--- src/hdl/acc_map.svh ---
// Summary of operation
// - result register shows previous value while a new conversion samples
// - after sampling, result clears to zero and a marker one enters at top
// - each decided bit shifts marker right and fills the freed upper bit
// - after nine marker shifts the conversion ends and running flag clears
// - software clearing running flag stops conversion, partial result kept
// - pin select bits 7-6 choose none, C, C+A, or C+B+A analog pins
// - clock select bits 5-4 choose sysclk/16, /8, /4, or oscillator
// - channel select bits 3-2 choose pin A, B, C, or 0.6V reference
// - writing one to bit 1 starts; hardware clears it on completion
// - power enable bit 0; while zero, setting running flag is ignored
// - pin select forces analog mode regardless of power enable
// - every reset sets channel select to 11
// - enabled comparator one output takes over analog pin C
// - comparator result bit 7 is positive above negative; writes ignored
// - active-low bit 6 drives result onto pin; on comparator one overrides pin select
// - polarity bit 5: one passes output, zero inverts it
// - comparator one bit 4 zero uses its output as timer-zero clock
// - comparator one selects negative pin or 0.6V, positive or negative pin
// - comparator two selects negative pin or reference, positive chain; its negative select drives no output
// - comparator enable bit 3; polarity, drive and timer bits act only while on
// - active-low wake enable bit 0 enables wake on output change
// - wake flag sets on enabled, latched, asleep and changed; cleared
// - entering sleep clears run and power, clock and channel go to 11
// - clock select change takes effect at next conversion start
// - channel select change takes effect after current conversion
`ifndef ACC_MAP_SVH
`define ACC_MAP_SVH
`define ACC_ADDR_CTRL     4'h0
`define ACC_ADDR_RESULT   4'h4
`define ACC_ADDR_CMP1     4'h8
`define ACC_ADDR_CMP2     4'hc
`define ACC_ADDR_WAKE     4'h0
`define ACC_CTRL_RST      8'hfc
`define ACC_CMP_RST       7'h7f
`define ACC_SEL_DEFAULT   2'h3
`define ACC_SAMPLE_TADS   4'h2
`define ACC_MARKER        9'h100
`define ACC_DIV16         4'hf
`define ACC_DIV8          4'h7
`define ACC_DIV4          4'h3
`endif

--- src/hdl/acc_pkg.sv ---
package acc_pkg;
  typedef enum logic [1:0] {ST_IDLE, ST_SAMPLE, ST_CONVERT} acc_state_e;
  // converter control fields
  typedef struct packed {
    logic [1:0] pin_sel;
    logic [1:0] clk_sel;
    logic [1:0] chan_sel;
    logic       running;
    logic       power;
  } acc_ctrl_s;
  // comparator control, result bit kept out since it is live
  typedef struct packed {
    logic drive_n;
    logic polarity;
    logic sel4;
    logic on;
    logic neg_sel;
    logic sel1;
    logic wake_dis;
  } acc_cmp_s;
  typedef struct packed {
    acc_state_e st;
    acc_ctrl_s  ctrl;
    logic [1:0] clk_act;
    logic [1:0] chan_act;
    logic [8:0] sar;
    logic [3:0] div;
    logic [3:0] samp;
    acc_cmp_s   c1;
    acc_cmp_s   c2;
    logic [1:0] latched;
    logic       latch_ok;
    logic       wake_flag;
    logic [2:0] sleep_sy;
    logic [2:0] osc_sy;
    logic [2:0] c1_sy;
    logic [2:0] c2_sy;
    logic [2:0] bit_sy;
    logic       osc_last;
    logic       dph_wr;
    logic       dph_rd;
    logic [3:0] dph_addr;
    logic [7:0] rdata;
  } acc_state_s;
endpackage

--- src/hdl/acc_top.sv ---
`timescale 1ns/10ps
`default_nettype none
`include "acc_map.svh"
module acc_top (
  input  wire logic        ref_clk,
  input  wire logic        rstn,
  input  wire logic        hsel,
  input  wire logic [31:0] haddr,
  input  wire logic [1:0]  htrans,
  input  wire logic        hwrite,
  input  wire logic [2:0]  hsize,
  input  wire logic [31:0] hwdata,
  input  wire logic        hready,
  output logic      [31:0] hrdata,
  output logic             hreadyout,
  output logic             hresp,
  input  wire logic        sleep_req,
  input  wire logic        osc_clk,
  input  wire logic        sar_bit,
  input  wire logic        cmp1_raw,
  input  wire logic        cmp2_raw,
  input  wire logic        timer_clock_source_sel,
  output logic      [2:0]  analog_pins,
  output logic      [1:0]  adc_channel,
  output logic             adc_power,
  output logic             cmp1_pin_out,
  output logic             cmp1_pin_oe_n,
  output logic             cmp2_pin_out,
  output logic             cmp2_pin_oe_n,
  output logic             timer_zero_clk_from_cmp,
  output logic      [1:0]  cmp1_in_sel,
  output logic      [1:0]  cmp2_in_sel,
  output logic             comparator_wake_flag
);
  acc_pkg::acc_state_s r_reg;
  acc_pkg::acc_state_s r_next;

  logic       c1_out;
  logic       c2_out;
  logic       addr_ok;
  logic       tick;
  logic       osc_rise;
  logic       sleep_now;
  logic [7:0] wd;
  logic       c1_changed;
  logic       c2_changed;
  logic       wake_hit;
  logic       cmp_rd_take;
  logic       start_req;

  // the converter has a single clock; every divided rate is a one-cycle
  // tick from a free-running counter, so the sequencer never runs on a
  // derived clock and no second clock domain appears in the block
  // the oscillator rate is recovered from rising edges of its synchronised
  // level; this is coarse, but it keeps the whole block on ref_clk
  // limitation: an oscillator faster than a quarter of ref_clk is missed

  // divider per clock select
  // conversion clock divider terminal count per selection
  function automatic logic [3:0] div_max(input logic [1:0] sel);
    unique case (sel)
      2'h0: div_max = `ACC_DIV16;
      2'h1: div_max = `ACC_DIV8;
      default: div_max = `ACC_DIV4;
    endcase
  endfunction

  // comparator output after polarity, forced low while off
  function automatic logic cmp_out(input logic raw,
                                   input acc_pkg::acc_cmp_s c);
    cmp_out = c.on & (c.polarity ? raw : ~raw);
  endfunction

  // either comparator control offset; decoded in the address phase only
  function automatic logic is_cmp_addr(input logic [3:0] a);
    is_cmp_addr = (a == `ACC_ADDR_CMP1) || (a == `ACC_ADDR_CMP2);
  endfunction

  // analog pin mask {C,B,A} for a pin select code
  function automatic logic [2:0] pin_mask(input logic [1:0] sel);
    unique case (sel)
      2'h0: pin_mask = 3'h0;
      2'h1: pin_mask = 3'h4;
      2'h2: pin_mask = 3'h5;
      default: pin_mask = 3'h7;
    endcase
  endfunction

  // a control write runs the converter only with power in the same byte
  function automatic logic start_bits(input logic [7:0] d);
    start_bits = d[1] & d[0];
  endfunction

  // read data byte for a register offset; comparator bit 7 is live
  function automatic logic [7:0] read_mux(input logic [3:0] a,
                                          input acc_pkg::acc_ctrl_s ctrl,
                                          input logic [7:0] result,
                                          input logic o1,
                                          input acc_pkg::acc_cmp_s c1,
                                          input logic o2,
                                          input acc_pkg::acc_cmp_s c2);
    unique case (a)
      `ACC_ADDR_CTRL:   read_mux = ctrl;
      `ACC_ADDR_RESULT: read_mux = result;
      `ACC_ADDR_CMP1:   read_mux = {o1, c1};
      `ACC_ADDR_CMP2:   read_mux = {o2, c2};
      default:          read_mux = 8'h00;
    endcase
  endfunction

  assign c1_out    = cmp_out(r_reg.c1_sy[2], r_reg.c1);
  assign c2_out    = cmp_out(r_reg.c2_sy[2], r_reg.c2);
  assign sleep_now = r_reg.sleep_sy[2] & r_reg.sleep_sy[1];
  assign osc_rise  = (r_reg.osc_sy[2] & r_reg.osc_sy[1]) & ~r_reg.osc_last;
  assign tick      = (r_reg.clk_act == 2'h3) ? osc_rise
                   : (r_reg.div == div_max(r_reg.clk_act));
  assign addr_ok   = (haddr[31:4] == 28'h000_0000) && (haddr[1:0] == 2'h0);
  assign wd        = hwdata[7:0];
  assign start_req = start_bits(wd);

  // a read of either comparator register latches both outputs; reads
  // are side-effect free otherwise, so only this path needs decoding
  assign cmp_rd_take = hsel && hready && htrans[1] && !hwrite && addr_ok
                     && is_cmp_addr(haddr[3:0]);

  // change since the last latching read, per comparator; a comparator
  // with wake disabled may toggle freely in sleep without waking anyone
  // active-low wake enable gates each comparator
  assign c1_changed = !r_reg.c1.wake_dis && (c1_out != r_reg.latched[0]);
  assign c2_changed = !r_reg.c2.wake_dis && (c2_out != r_reg.latched[1]);
  // all four conditions meet in one cycle
  assign wake_hit   = sleep_now && r_reg.latch_ok
                    && (c1_changed || c2_changed);

  // bus is zero wait state, always OKAY
  // read data is captured at the address phase and stands through the
  // data phase; writes land at the edge that ends the data phase, so a
  // read right after a write to the same offset sees the new value
  // only when one idle cycle separates them
  assign hreadyout = 1'b1;
  assign hresp     = 1'b0;
  assign hrdata    = {24'h00_0000, r_reg.rdata};

  // pin routing
  always_comb begin
    // pin select decode
    // the select acts whether or not the converter is powered, so a
    // powered-down converter still keeps its pins out of digital use
    analog_pins = pin_mask(r_reg.ctrl.pin_sel);
    // comparator one output takes pin C
    if (r_reg.c1.on && !r_reg.c1.drive_n) begin
      analog_pins[2] = 1'b0;
    end
  end

  // analog mode independent of power; channel routing
  assign adc_channel   = r_reg.chan_act;
  assign adc_power     = r_reg.ctrl.power;
  // active-low drive enable; only while on
  assign cmp1_pin_oe_n = ~(r_reg.c1.on & ~r_reg.c1.drive_n);
  assign cmp2_pin_oe_n = ~(r_reg.c2.on & ~r_reg.c2.drive_n);
  assign cmp1_pin_out  = c1_out;
  assign cmp2_pin_out  = c2_out;
  // timer clock from comparator when bit is zero
  assign timer_zero_clk_from_cmp = r_reg.c1.on ? ~r_reg.c1.sel4
                                 : 1'b0;
  // {pos, neg} selects for comparator one
  assign cmp1_in_sel = {r_reg.c1.sel1, r_reg.c1.neg_sel};
  // positive chain {primary ? 2 : secondary code}
  assign cmp2_in_sel = r_reg.c2.sel1 ? 2'h2 : {1'b0, r_reg.c2.sel4};
  assign comparator_wake_flag = r_reg.wake_flag;

  // next-state logic
  always_comb begin
    r_next = r_reg;
    // three-flop chains for every pin-side input; only the last two
    // stages are read so a metastable first stage never reaches logic
    r_next.sleep_sy = {r_reg.sleep_sy[1:0], sleep_req};
    r_next.osc_sy   = {r_reg.osc_sy[1:0], osc_clk};
    r_next.c1_sy    = {r_reg.c1_sy[1:0], cmp1_raw};
    r_next.c2_sy    = {r_reg.c2_sy[1:0], cmp2_raw};
    r_next.bit_sy   = {r_reg.bit_sy[1:0], sar_bit};
    r_next.osc_last = r_reg.osc_sy[2] & r_reg.osc_sy[1];
    r_next.div      = tick ? 4'h0 : 4'(r_reg.div + 4'h1);
    r_next.dph_wr   = 1'b0;
    r_next.dph_rd   = 1'b0;

    // address phase capture
    if (hsel && hready && htrans[1]) begin
      r_next.dph_wr   = hwrite & addr_ok;
      r_next.dph_rd   = ~hwrite & addr_ok;
      r_next.dph_addr = haddr[3:0];
      r_next.rdata    = 8'h00;
      if (!hwrite && addr_ok) begin
        r_next.rdata = read_mux(haddr[3:0], r_reg.ctrl, r_reg.sar[7:0],
                                c1_out, r_reg.c1, c2_out, r_reg.c2);
      end
    end

    if (cmp_rd_take) begin
      r_next.latched  = {c2_out, c1_out};
      r_next.latch_ok = 1'b1;
    end

    // conversion sequencer
    // idle: the divider runs free and nothing in the result moves
    // sample: the previous result stays readable for a fixed number of
    // conversion ticks while the input settles on the held channel
    // convert: the register is cleared and a marker one enters at the
    // top; each tick shifts it right and stuffs the decided bit above it
    // the conversion ends on the tick that pushes the marker out, which
    // is why the result is nine bits wide inside the block
    // an abort simply returns to idle, so the marker position stays
    // visible and tells software how many bits were decided
    unique case (r_reg.st)
      acc_pkg::ST_IDLE: begin
        r_next.samp = 4'h0;
      end
      acc_pkg::ST_SAMPLE: begin
        // result untouched while sampling; fixed periods
        if (tick) begin
          r_next.samp = 4'(r_reg.samp + 4'h1);
          if (r_reg.samp == `ACC_SAMPLE_TADS) begin
            // clear then marker enters at top
            r_next.sar = `ACC_MARKER;
            r_next.st  = acc_pkg::ST_CONVERT;
          end
        end
      end
      acc_pkg::ST_CONVERT: begin
        if (tick) begin
          // shift marker right, stuff decided bit at top
          r_next.sar = {r_reg.bit_sy[2], r_reg.sar[8:1]};
          if (r_reg.sar[0]) begin
            r_next.st           = acc_pkg::ST_IDLE;
            r_next.ctrl.running = 1'b0;
            r_next.chan_act     = r_reg.ctrl.chan_sel;
          end
        end
      end
    endcase

    // register writes, data phase
    if (r_reg.dph_wr) begin
      unique case (r_reg.dph_addr)
        `ACC_ADDR_CTRL: begin
          r_next.ctrl.pin_sel  = wd[7:6];
          r_next.ctrl.clk_sel  = wd[5:4];
          r_next.ctrl.chan_sel = wd[3:2];
          r_next.ctrl.power    = wd[0];
          r_next.ctrl.running  = start_req;
          if (start_req && r_reg.st == acc_pkg::ST_IDLE) begin
            r_next.st       = acc_pkg::ST_SAMPLE;
            r_next.clk_act  = wd[5:4];
            r_next.chan_act = wd[3:2];
            r_next.div      = 4'h0;
          end else if (start_req) begin
            r_next.chan_act = r_reg.chan_act;
          end
          if (!start_req) begin
            // abort keeps partial result and marker
            r_next.st       = acc_pkg::ST_IDLE;
            r_next.chan_act = wd[3:2];
          end
        end
        `ACC_ADDR_RESULT: begin
          // a write during a conversion is overtaken by the next shift
          r_next.sar = {1'b0, wd};
        end
        `ACC_ADDR_CMP1: begin
          // bit 7 is live, so a write never reaches it
          r_next.c1.drive_n  = wd[6];
          r_next.c1.polarity = wd[5];
          r_next.c1.sel4     = wd[4];
          r_next.c1.on       = wd[3];
          r_next.c1.neg_sel  = wd[2];
          r_next.c1.sel1     = wd[1];
          r_next.c1.wake_dis = wd[0];
        end
        `ACC_ADDR_CMP2: begin
          // same layout; bit 4 and bit 1 form the positive chain
          r_next.c2.drive_n  = wd[6];
          r_next.c2.polarity = wd[5];
          r_next.c2.sel4     = wd[4];
          r_next.c2.on       = wd[3];
          r_next.c2.neg_sel  = wd[2];
          r_next.c2.sel1     = wd[1];
          r_next.c2.wake_dis = wd[0];
        end
        default: r_next.wake_flag = r_reg.wake_flag & ~wd[0];
      endcase
    end

    // sleep stops conversion, selects to defaults
    // sleep wins over a write in the same cycle, so software cannot
    // restart the converter while the device is asleep
    // the pin select is left alone so pins stay analog through sleep
    if (sleep_now) begin
      r_next.st            = acc_pkg::ST_IDLE;
      r_next.ctrl.running  = 1'b0;
      r_next.ctrl.power    = 1'b0;
      r_next.ctrl.clk_sel  = `ACC_SEL_DEFAULT;
      r_next.ctrl.chan_sel = `ACC_SEL_DEFAULT;
      r_next.chan_act      = `ACC_SEL_DEFAULT;
    end

    // wake flag set wins over software clear
    // placed last so a clear in the same cycle never hides a wake event
    if (wake_hit) begin
      r_next.wake_flag = 1'b1;
    end
  end

  // state register; channel select to 11 on reset
  // every reset is the same here: the control byte returns with all
  // selects at 11 and the converter off, the comparator registers read
  // back with every control bit set, and the wake flag is cleared
  always_ff @(posedge ref_clk or negedge rstn) begin
    if (!rstn) begin
      r_reg          <= '0;
      r_reg.st       <= acc_pkg::ST_IDLE;
      r_reg.ctrl     <= `ACC_CTRL_RST;
      r_reg.clk_act  <= `ACC_SEL_DEFAULT;
      r_reg.chan_act <= `ACC_SEL_DEFAULT;
      r_reg.c1       <= `ACC_CMP_RST;
      r_reg.c2       <= `ACC_CMP_RST;
    end else begin
      r_reg <= r_next;
    end
  end
endmodule
`default_nettype wire

--- config.mk ---
export PLATFORM = sky130hd
export DESIGN_NAME = acc_top
export DESIGN_NICKNAME = d
export VERILOG_FILES = /design/src/hdl/acc_pkg.sv /design/src/hdl/acc_top.sv
export VERILOG_INCLUDE_DIRS = /design/src /design/src/hdl
export SDC_FILE = /design/constraint.sdc
export NUM_CORES = 1
export LEC_CHECK = 0
export BUFFER_PORTS_ARGS = -buffer_cell sky130_fd_sc_hd__buf_2
export CAP_MARGIN = 20
export CORE_MARGIN = 4
export CORE_UTILIZATION = 49
export CTS_CLUSTER_DIAMETER = 200
export DETAILED_ROUTE_END_ITERATION = 10
export PLACE_DENSITY = 0.78
export SYNTH_ARGS = -nofsm -noshare
export SYNTH_HDL_FRONTEND = slang
export SYNTH_SLANG_ARGS = --single-unit
--- constraint.sdc ---
create_clock -name ref_clk -period 2.1 [get_ports ref_clk]
set_input_delay 0.63 -clock ref_clk [delete_from_list [all_inputs] [get_ports ref_clk]]
set_output_delay 0.63 -clock ref_clk [all_outputs]
set_load 0.01 [all_outputs]
Yosys cells after proc, flatten, opt, wreduce, memory -nomap -nowiden:

Index checks and enable logic that the tools add are counted.

* add/sub/neg operators: 2
* multiply operators: 0
* div/mod/pow operators: 0
* magnitude comparators: 0
* equality and inequality tests: 19
* shift-type cells: 0
* mux-type cells: 44
* bitwise gates (word level): 21
* reduce and logical (&&, ||, !) cells: 38

Operators with widths (number)
* $pmux 8 s4: 1
* $logic_not 28->1: 1
* $mux 14: 2
* $mux 2: 14
* $mux 27: 1
* $mux 9: 3
* $pmux 9 s2: 1
* $eq 4x4->1 const B: 4
* $mux 4: 4
* $pmux 4 s2: 2
* $logic_and 1x1->1: 13
* $reduce_and 2->1: 6
* $and 1x1->1: 11
* $mux 1: 11
* $mux 11: 1
* $not 1->1: 10
* $pmux 3 s3: 1
* $add 4x1->4 const B: 2
* $eq 4x3->1 const B: 2
* $logic_not 2->1: 4
* $logic_not 4->1: 2
* $mux 8: 1
* $reduce_bool 2->1: 4
* $eq 2x1->1 const B: 3
* 13 further kinds: 20

* register bits after elaboration: 78
* latch bits: 0
* RAM bits: 0
* memory bits (read-only): 0
* input port bits: 80
* logic and storage cells: 161
* memories kept: 0

Longest topological paths before layout:

Gate-level depths: netlist of the first run.

* depth in word-level cells: 11
* mapped depth: 8
* gate-level depth less buffers: 7

Least setup slack after synthesis of the first run:

OpenSTA, ideal clock, no wires.

* path kind: in2reg
* start point: in haddr[8]
* end point: reg r_reg[32] in the netlist's numbering
* setup time: 0.125 ns
* data arrival time: 1.933 ns
* data required time: 1.975 ns
* slack: 0.042 ns
* stages: 4
* buffers on the path: 0
* path through: or4_1 > nor4_2 > nand3_1 > mux2_2

* cells in the longest elaborated chain, start to end: 4

Ends and longest elaborated chain
* start: declaration: line acc_top.sv:8 `input wire logic [31:0] haddr,`
* $logic_not 28->1: line acc_top.sv:117 `assign addr_ok = (haddr[31:4] == 28'h000_0000) && (haddr[1:0] == 2'h0);`
* $logic_and 1x1->1: line acc_top.sv:117
* $logic_and 1x1->1: line acc_top.sv:123 `assign cmp_rd_take = hsel && hready && htrans[1] && !hwrite && addr_ok`
* $logic_and 1x1->1: line acc_top.sv:124 `&& is_cmp_addr(haddr[3:0]);`
* end signal: assignment: line acc_top.sv:328 `r_reg <= r_next;`
* end: declaration: line acc_top.sv:35 `acc_pkg::acc_state_s r_reg;`

No other way between the ends.
A chain may end at the register's enable or synchronous reset.

Worst setup path after layout of the first run:

* start point: reg r_reg[39] in the netlist's numbering
* end point: out cmp2_pin_out

* cells in the longest elaborated chain, start to end: 2

Ends and longest elaborated chain
* $mux 1: line acc_top.sv:71 `cmp_out = c.on & (c.polarity ? raw : ~raw);`
* $and 1x1->1: line acc_top.sv:71
* end: declaration: line acc_top.sv:28 `output logic cmp2_pin_out,`

No other way between the ends.

==> results of run 1 <==
-- path summary, 6_finish.rpt --
check                           cells past startpoint           end  startpoint
max in group asynchronous                           2     r_reg[39]        rstn
worst max register to register                      7     r_reg[57]   r_reg[68]
worst min-delay path                                1     r_reg[26]        rstn
min in group ref_clk                                0    r_next[26]  r_next[25]
worst max-delay path                                3  cmp2_pin_out   r_reg[39]
worst min register to register                      0    r_next[26]  r_next[25]
-- cell type report --
class | instances | area [sq um]
Inverter | 11 | 41.29
Multi-Input combinational cell | 238 | 1727
Timing Repair Buffer | 90 | 505.5
Tap cell | 102 | 127.6
Clock buffer | 10 | 127.6
Sequential cell | 78 | 1982
Fill cell | 663 | 3276
Clock inverter | 6 | 61.31
-- placed cells by master, fill, tap and decap left out, types with 3 or more instances in the layout --
cell type / Yosys / routed
a21oi_1: 7 / 7
a221o_1: 6 / 6
a311oi_1: 4 / 4
and2_1: 3 / 5
and3_1: 8 / 8
buf_2: 3 / 73
buf_4: 39 / 16
clkbuf_8: 0 / 9
clkinv_2: 0 / 3
conb_1: 2 / 26
dfrtp_1: 54 / 54
dfstp_2: 24 / 24
ha_1: 6 / 5
inv_1: 11 / 11
mux2_2: 20 / 20
mux2i_1: 3 / 3
mux4_2: 8 / 8
nand2_1: 34 / 34
nand2b_1: 6 / 6
nand3_1: 15 / 15
nand4_1: 3 / 3
nor2_1: 12 / 12
nor2b_1: 5 / 5
nor3_1: 3 / 3
nor4_1: 5 / 5
o211ai_1: 7 / 7
o21ai_0: 12 / 12
or4_1: 3 / 3
xnor2_1: 7 / 7
-- power groups by stage --
| stage | registers, W | logic (W) | clock network, W |
|---|---|---|---|
| CTS | 0.00167 | 0.000438 | 0.00112 |
| global route | 0.00169 | 0.000511 | 0.00119 |
| detailed placement | 0.00170 | 0.000434 | 0 |
| global placement | 0.00170 | 0.000412 | 0 |
| finish | 0.00168 | 0.000451 | 0.00110 |
| floorplan | 0.00168 | 0.000312 | 0 |
-- timing repair --
item	CTS	global route
setup buffers	0	1
resized for setup	0	6
hold endpoints to repair	0	0
endpoints found under the setup margin	0	10
-- metal layers --
layer	share of wire (%)	vias to the layer above	global-route usage [%]
li1	-	1345	-
met1	42	1391	25.27
met2	49	119	28.65
met3	8.0	10	4.000
met4	1.4	0	6.303
met5	0	-	0
-- through the flow --
stage	util, %	setup TNS, ns
floorplan	-	0
global placement	55.52	-0.1143
detailed placement	55.52	-0.5656
CTS	57.92	0
global route	58.26	0
finish	58.26	0
-- cells by family after synthesis --
group / count (synthesis)
other cells: 2
flops: 78
simple gates: 112
mux: 33
compound gates: 52
buf+inv: 63
xor+xnor: 9
fa+ha+maj: 6
==> run metrics, run 1 <==
status=finished clean; P per Cell Area=706.8 nW/um^2; die width=between 90 and 100 microns; Top Ports=130; Tcrit/Tclk final=95.49%; area leader, netlist=dfrtp_1; CP max stage cell=dfstp_2; largest family of logic cells by synthesized area=simple AND/OR/NAND/NOR gates; Pre-Repair DR Iteration Count=4; Remaining Overflow, GRT=0; CP required=1.47 ns; Area contributors post-synth=dfrtp_1 (34%), dfstp_2 (16%), buf_4 (7.3%), mux2_2 (5.6%), mux4_2 (4.5%); fin worst setup slack=0.09468 ns; top-count cell post-synth=dfrtp_1; CTS max path bufs=2; Yosys top cell area share=33.77%; adder-cell share of the synthesized area=1.876%; first-pass GRT wire length=14,130 microns; CTS Buf Count=9; Final setup viols=0; Hold Path Class=input port to async pin; EDFF count, synth=0; Post-synth top flop=dfrtp_1; Starting Density=50.99%; clock slew at reported path FFs=approximately 0.080 ns; clock latency on the worst-skew pair=0.35 ns; CTS HTree Levels=3; critical path type=flop to output pin; max cap viols=0; DR iter-0 viols=between 150 and 200; RSZ-0062 raised after global routing=false; crit path cell chain=xnor2_1 -> and2_1 -> buf_2; Top delay family on crit path=flip-flops; switching share of power=27.37%; hpwl dp=roughly 6600 microns; Vias/cell=5.355; Pint=0.002347 W; Worst VDD drop=about 0.56 mV; row cnt=32; Worst R2R Setup Slack=0.14 ns; final slew viol count=0; cts hold-fix bufs=0; CTS tree=done; clk root buf=clkbuf_8; routability cong.=0.8785; fin cells=535; CP bufs+invs=1; Worst-Margin Slew=about 0.52 ns; ant diodes=0; vias in the first global route=2,875; WHS=0.2158 ns; Tmin final=approximately 2 ns; Seq/Total Area, Yosys=49.53%; Hold Vio Cnt, Final=0; DP Area=roughly 4400 sq um; initial antenna violation count=0; Rel. slew slack=65.00%; Synth Area in XOR/XNOR=1.970%; Mapped Cells=355; # DRC=0; crit path capture type=output pin; area of the mapped netlist=4001 sq um; share of cells above drive strength 1=about 40%; via count=2,865; Comb pwr share=14.0%; drt wl/cell=16.32 microns; Die Ht=~98 microns; area grow syn2layout=14.26%; Synth Area in Compound Gates=9.506%; yosys warns=0; top cells by count, synth=dfrtp_1 (54), buf_4 (39), nand2_1 (34), dfstp_2 (24), mux2_2 (20); Placement Setup Slack=-0.09197 ns; Nets=around 510; die area=9676 sq um; Pleak=2.154 nW; Design Area, Final=4572 sq um; Max Freq=498.7 MHz; Unique masters post-synth=53; placed insts=518; Critical Path Fanout Max=4; Avg Cell Area, Syn=11.27 sq um; Psw=0.0008845 W; I/O Buffers=74; number of flip-flops in the largest register=54; startpoint types=flop; mux share of post-synthesis cell area=11.63%; final WL=8731 microns; ANT nets after route=0; Clk pwr share=~34%; Flop pwr share=52.0%; fraction of registers with async set/reset=100.0%; Placeable Area=7848 sq um; Synth Area in Simple Gates=15.26%; CP max stage delay=0.55 ns; Power, Total=0.003231 W; pin count of the biggest net entering global routing=47; clock sink count=between 70 and 80; clk_skew=approximately 0.011 ns; FF+latch count, synth=approximately 80; critical path arrival=roughly 1.4 ns; Total GRT Usage=18.29%
No activity file was read; power rests on OpenSTA's default activity.
==> run 2, diff against run 1 <==
==> constraint.sdc (replaced) <==
create_clock -name ref_clk -period 2.1 [get_ports ref_clk]
set_input_delay 0.42 -clock ref_clk [delete_from_list [all_inputs] [get_ports ref_clk]]
set_output_delay 0.42 -clock ref_clk [all_outputs]
set_load 0.01 [all_outputs]
==> run metrics, run 2 (synthesis results as in run 1) <==
CTS tree=done (unchanged); Tcrit/Tclk final=94.09% (was 95.49%); Die Ht=98.37 microns (unchanged); Power, Total=0.003492 W (was 0.003231 W); Total GRT Usage=18.73% (was 18.29%); DR iter-0 viols=166 (was 181); CP max stage delay=0.41 ns (was 0.55 ns); fill count=658 (was 663); startpoint types=flop (unchanged); CTS max path bufs=2 (unchanged); Top delay family on crit path=compound AO/OA/AOI/OAI gates (was flip-flops); area grow syn2layout=15.29% (was 14.26%); max cap viols=0 (unchanged); routability cong.=0.8496 (was 0.8785); pin count of the biggest net entering global routing=46 (was 47); initial antenna violation count=0 (unchanged); crit path capture type=flop (was output pin); Reg area=1982 sq um (unchanged); CP required=2.33 ns (was 1.47 ns); Worst R2R Start=r_reg[52] (was r_reg[68]); clock sink count=78 (unchanged); final slew viol count=0 (unchanged); clock latency on the worst-skew pair=0.36 ns (was 0.35 ns); critical path arrival=2.21 ns (was 1.38 ns); most frequent cells in the layout=buf_2 (73), dfrtp_1 (54), nand2_1 (34) (unchanged); status=finished clean (unchanged); row cnt=32 (unchanged); Hold Path Class=input port to async pin (unchanged); clk root buf=clkbuf_8 (unchanged); Nets=514 (unchanged); Top Ports=130 (unchanged); number of flip-flops in the largest register=54 (unchanged); Crit path depth=6 (was 3); Reg2Reg Depth=6 (was 7); multi-input logic area=1717 sq um (was 1727 sq um); drt wl/cell=16.59 microns (was 16.32 microns); Worst VDD drop=0.5241 mV (was 0.5555 mV); final WL=8875 microns (was 8731 microns); die area=9676 sq um (unchanged); Worst R2R Setup Slack=0.12 ns (was 0.14 ns); die width=98.37 microns (unchanged); R2R Path End=r_reg[59] (was r_reg[57]); Placeable Area=7848 sq um (unchanged); Max Freq=506.1 MHz (was 498.7 MHz); crit path cell chain=ha_2 -> and3b_1 -> a22oi_1 -> a21boi_2 -> and3_1 -> a221o_1 (was xnor2_1 -> and2_1 -> buf_2); share of cells above drive strength 1=39.03% (was 39.72%); via count=2,922 (was 2,865); Remaining Overflow, GRT=0 (unchanged); clk_skew=0.01041 ns (was 0.01148 ns); RSZ-0062 raised after global routing=false (unchanged); Pleak=2.174 nW (was 2.154 nW); critical path type=flop to flop (was flop to output pin); Critical Path Fanout Max=6 (was 4); ant diodes=0 (unchanged); CTS HTree Levels=3 (unchanged); # DRC=0 (unchanged); first-pass GRT wire length=14,470 microns (was 14,130 microns); CP bufs+invs=0 (was 1); hpwl dp=6509 microns (was 6600 microns); Vias/cell=5.462 (was 5.355); CP max stage cell=dfrtp_1 (was dfstp_2); Starting Density=50.99% (unchanged); CTS Buf Count=9 (unchanged); vias in the first global route=2,885 (was 2,875); setup TNS=0 ns (unchanged); Tmin final=1.976 ns (was 2.005 ns); commonest non-fill, non-tap cell in the layout=buf_2 (unchanged); Hold Vio Cnt, Final=0 (unchanged); ANT nets after route=0 (unchanged); I/O Buffers=74 (unchanged); Pre-Repair DR Iteration Count=4 (unchanged); Critical Path End=r_reg[59] (was cmp2_pin_out); clock slew at reported path FFs=0.08 ns (about the same); P per Cell Area=757.0 nW/um^2 (was 706.8 nW/um^2); Critical Path Source=r_reg[52] (was r_reg[39]); Final setup viols=0 (unchanged); cts hold-fix bufs=0 (unchanged)
run 2: what timing repair did:
action / in CTS / in global routing
setup buffers: 2 / 0
gates cloned: 0 / 0
endpoints found under the setup margin: 1 / 8
pin swaps: 1 / 0
gates resized for setup: 0 / 2
run 2: worst min-delay path by stage:
stage,depth (start not counted),end
after floorplan,0,adc_power
final,1,r_reg[14]
after detailed placement,0,r_next[26]
after global routing,1,r_reg[14]
after global placement,0,r_next[20]
after CTS,1,r_reg[26]
run 2: power breakdown:
group / leakage (nW) / internal (W) / switching (W) / total (W)
combinational: 1.10 / 0.000198 / 0.000240 / 0.000438
clock: 0.121 / 0.000822 / 0.000551 / 0.00137
sequential: 0.949 / 0.00159 / 0.0000864 / 0.00168
run 2: routing by layer:
layer | wire length [microns] | part of all wire (%) | vias to the layer above | global-route usage (%)
met1 | 3769 | 42 | 1454 | 25.73
met4 | 198 | 2.2 | 0 | 9.034
met3 | 584 | 6.6 | 16 | 2.500
met2 | 4324 | 49 | 106 | 29.43
met5 | 0 | 0 | - | 0
li1 | - | - | 1346 | -
run 2: area by class of cell:
cell class	count	area share [%]
inverters	11	0.8950
repair buffers	90	10.96
flip-flops and latches	78	42.96
clock buffers	12	3.146
well taps	102	2.766
multi-input cells	238	37.21
clock inverters	4	2.061
run 2: metrics by stage:
| step | hold slack, ns | cells | area, sq um | utilization [%] | setup WS, ns |
|---|---|---|---|---|---|
| after global placement | 0.3319 | 517 | 4349 | 55.42 | 0.1423 |
| after floorplan | 0.1244 | 379 | 4091 | - | 0.2164 |
| after CTS | 0.01641 | 535 | 4604 | 58.67 | 0.06662 |
| final | 0.002212 | 535 | 4613 | 58.79 | 0.1240 |
| after global routing | 0.03386 | 535 | 4613 | 58.79 | 0.01037 |
| after detailed placement | 0.3347 | 517 | 4349 | 55.42 | 0.04184 |
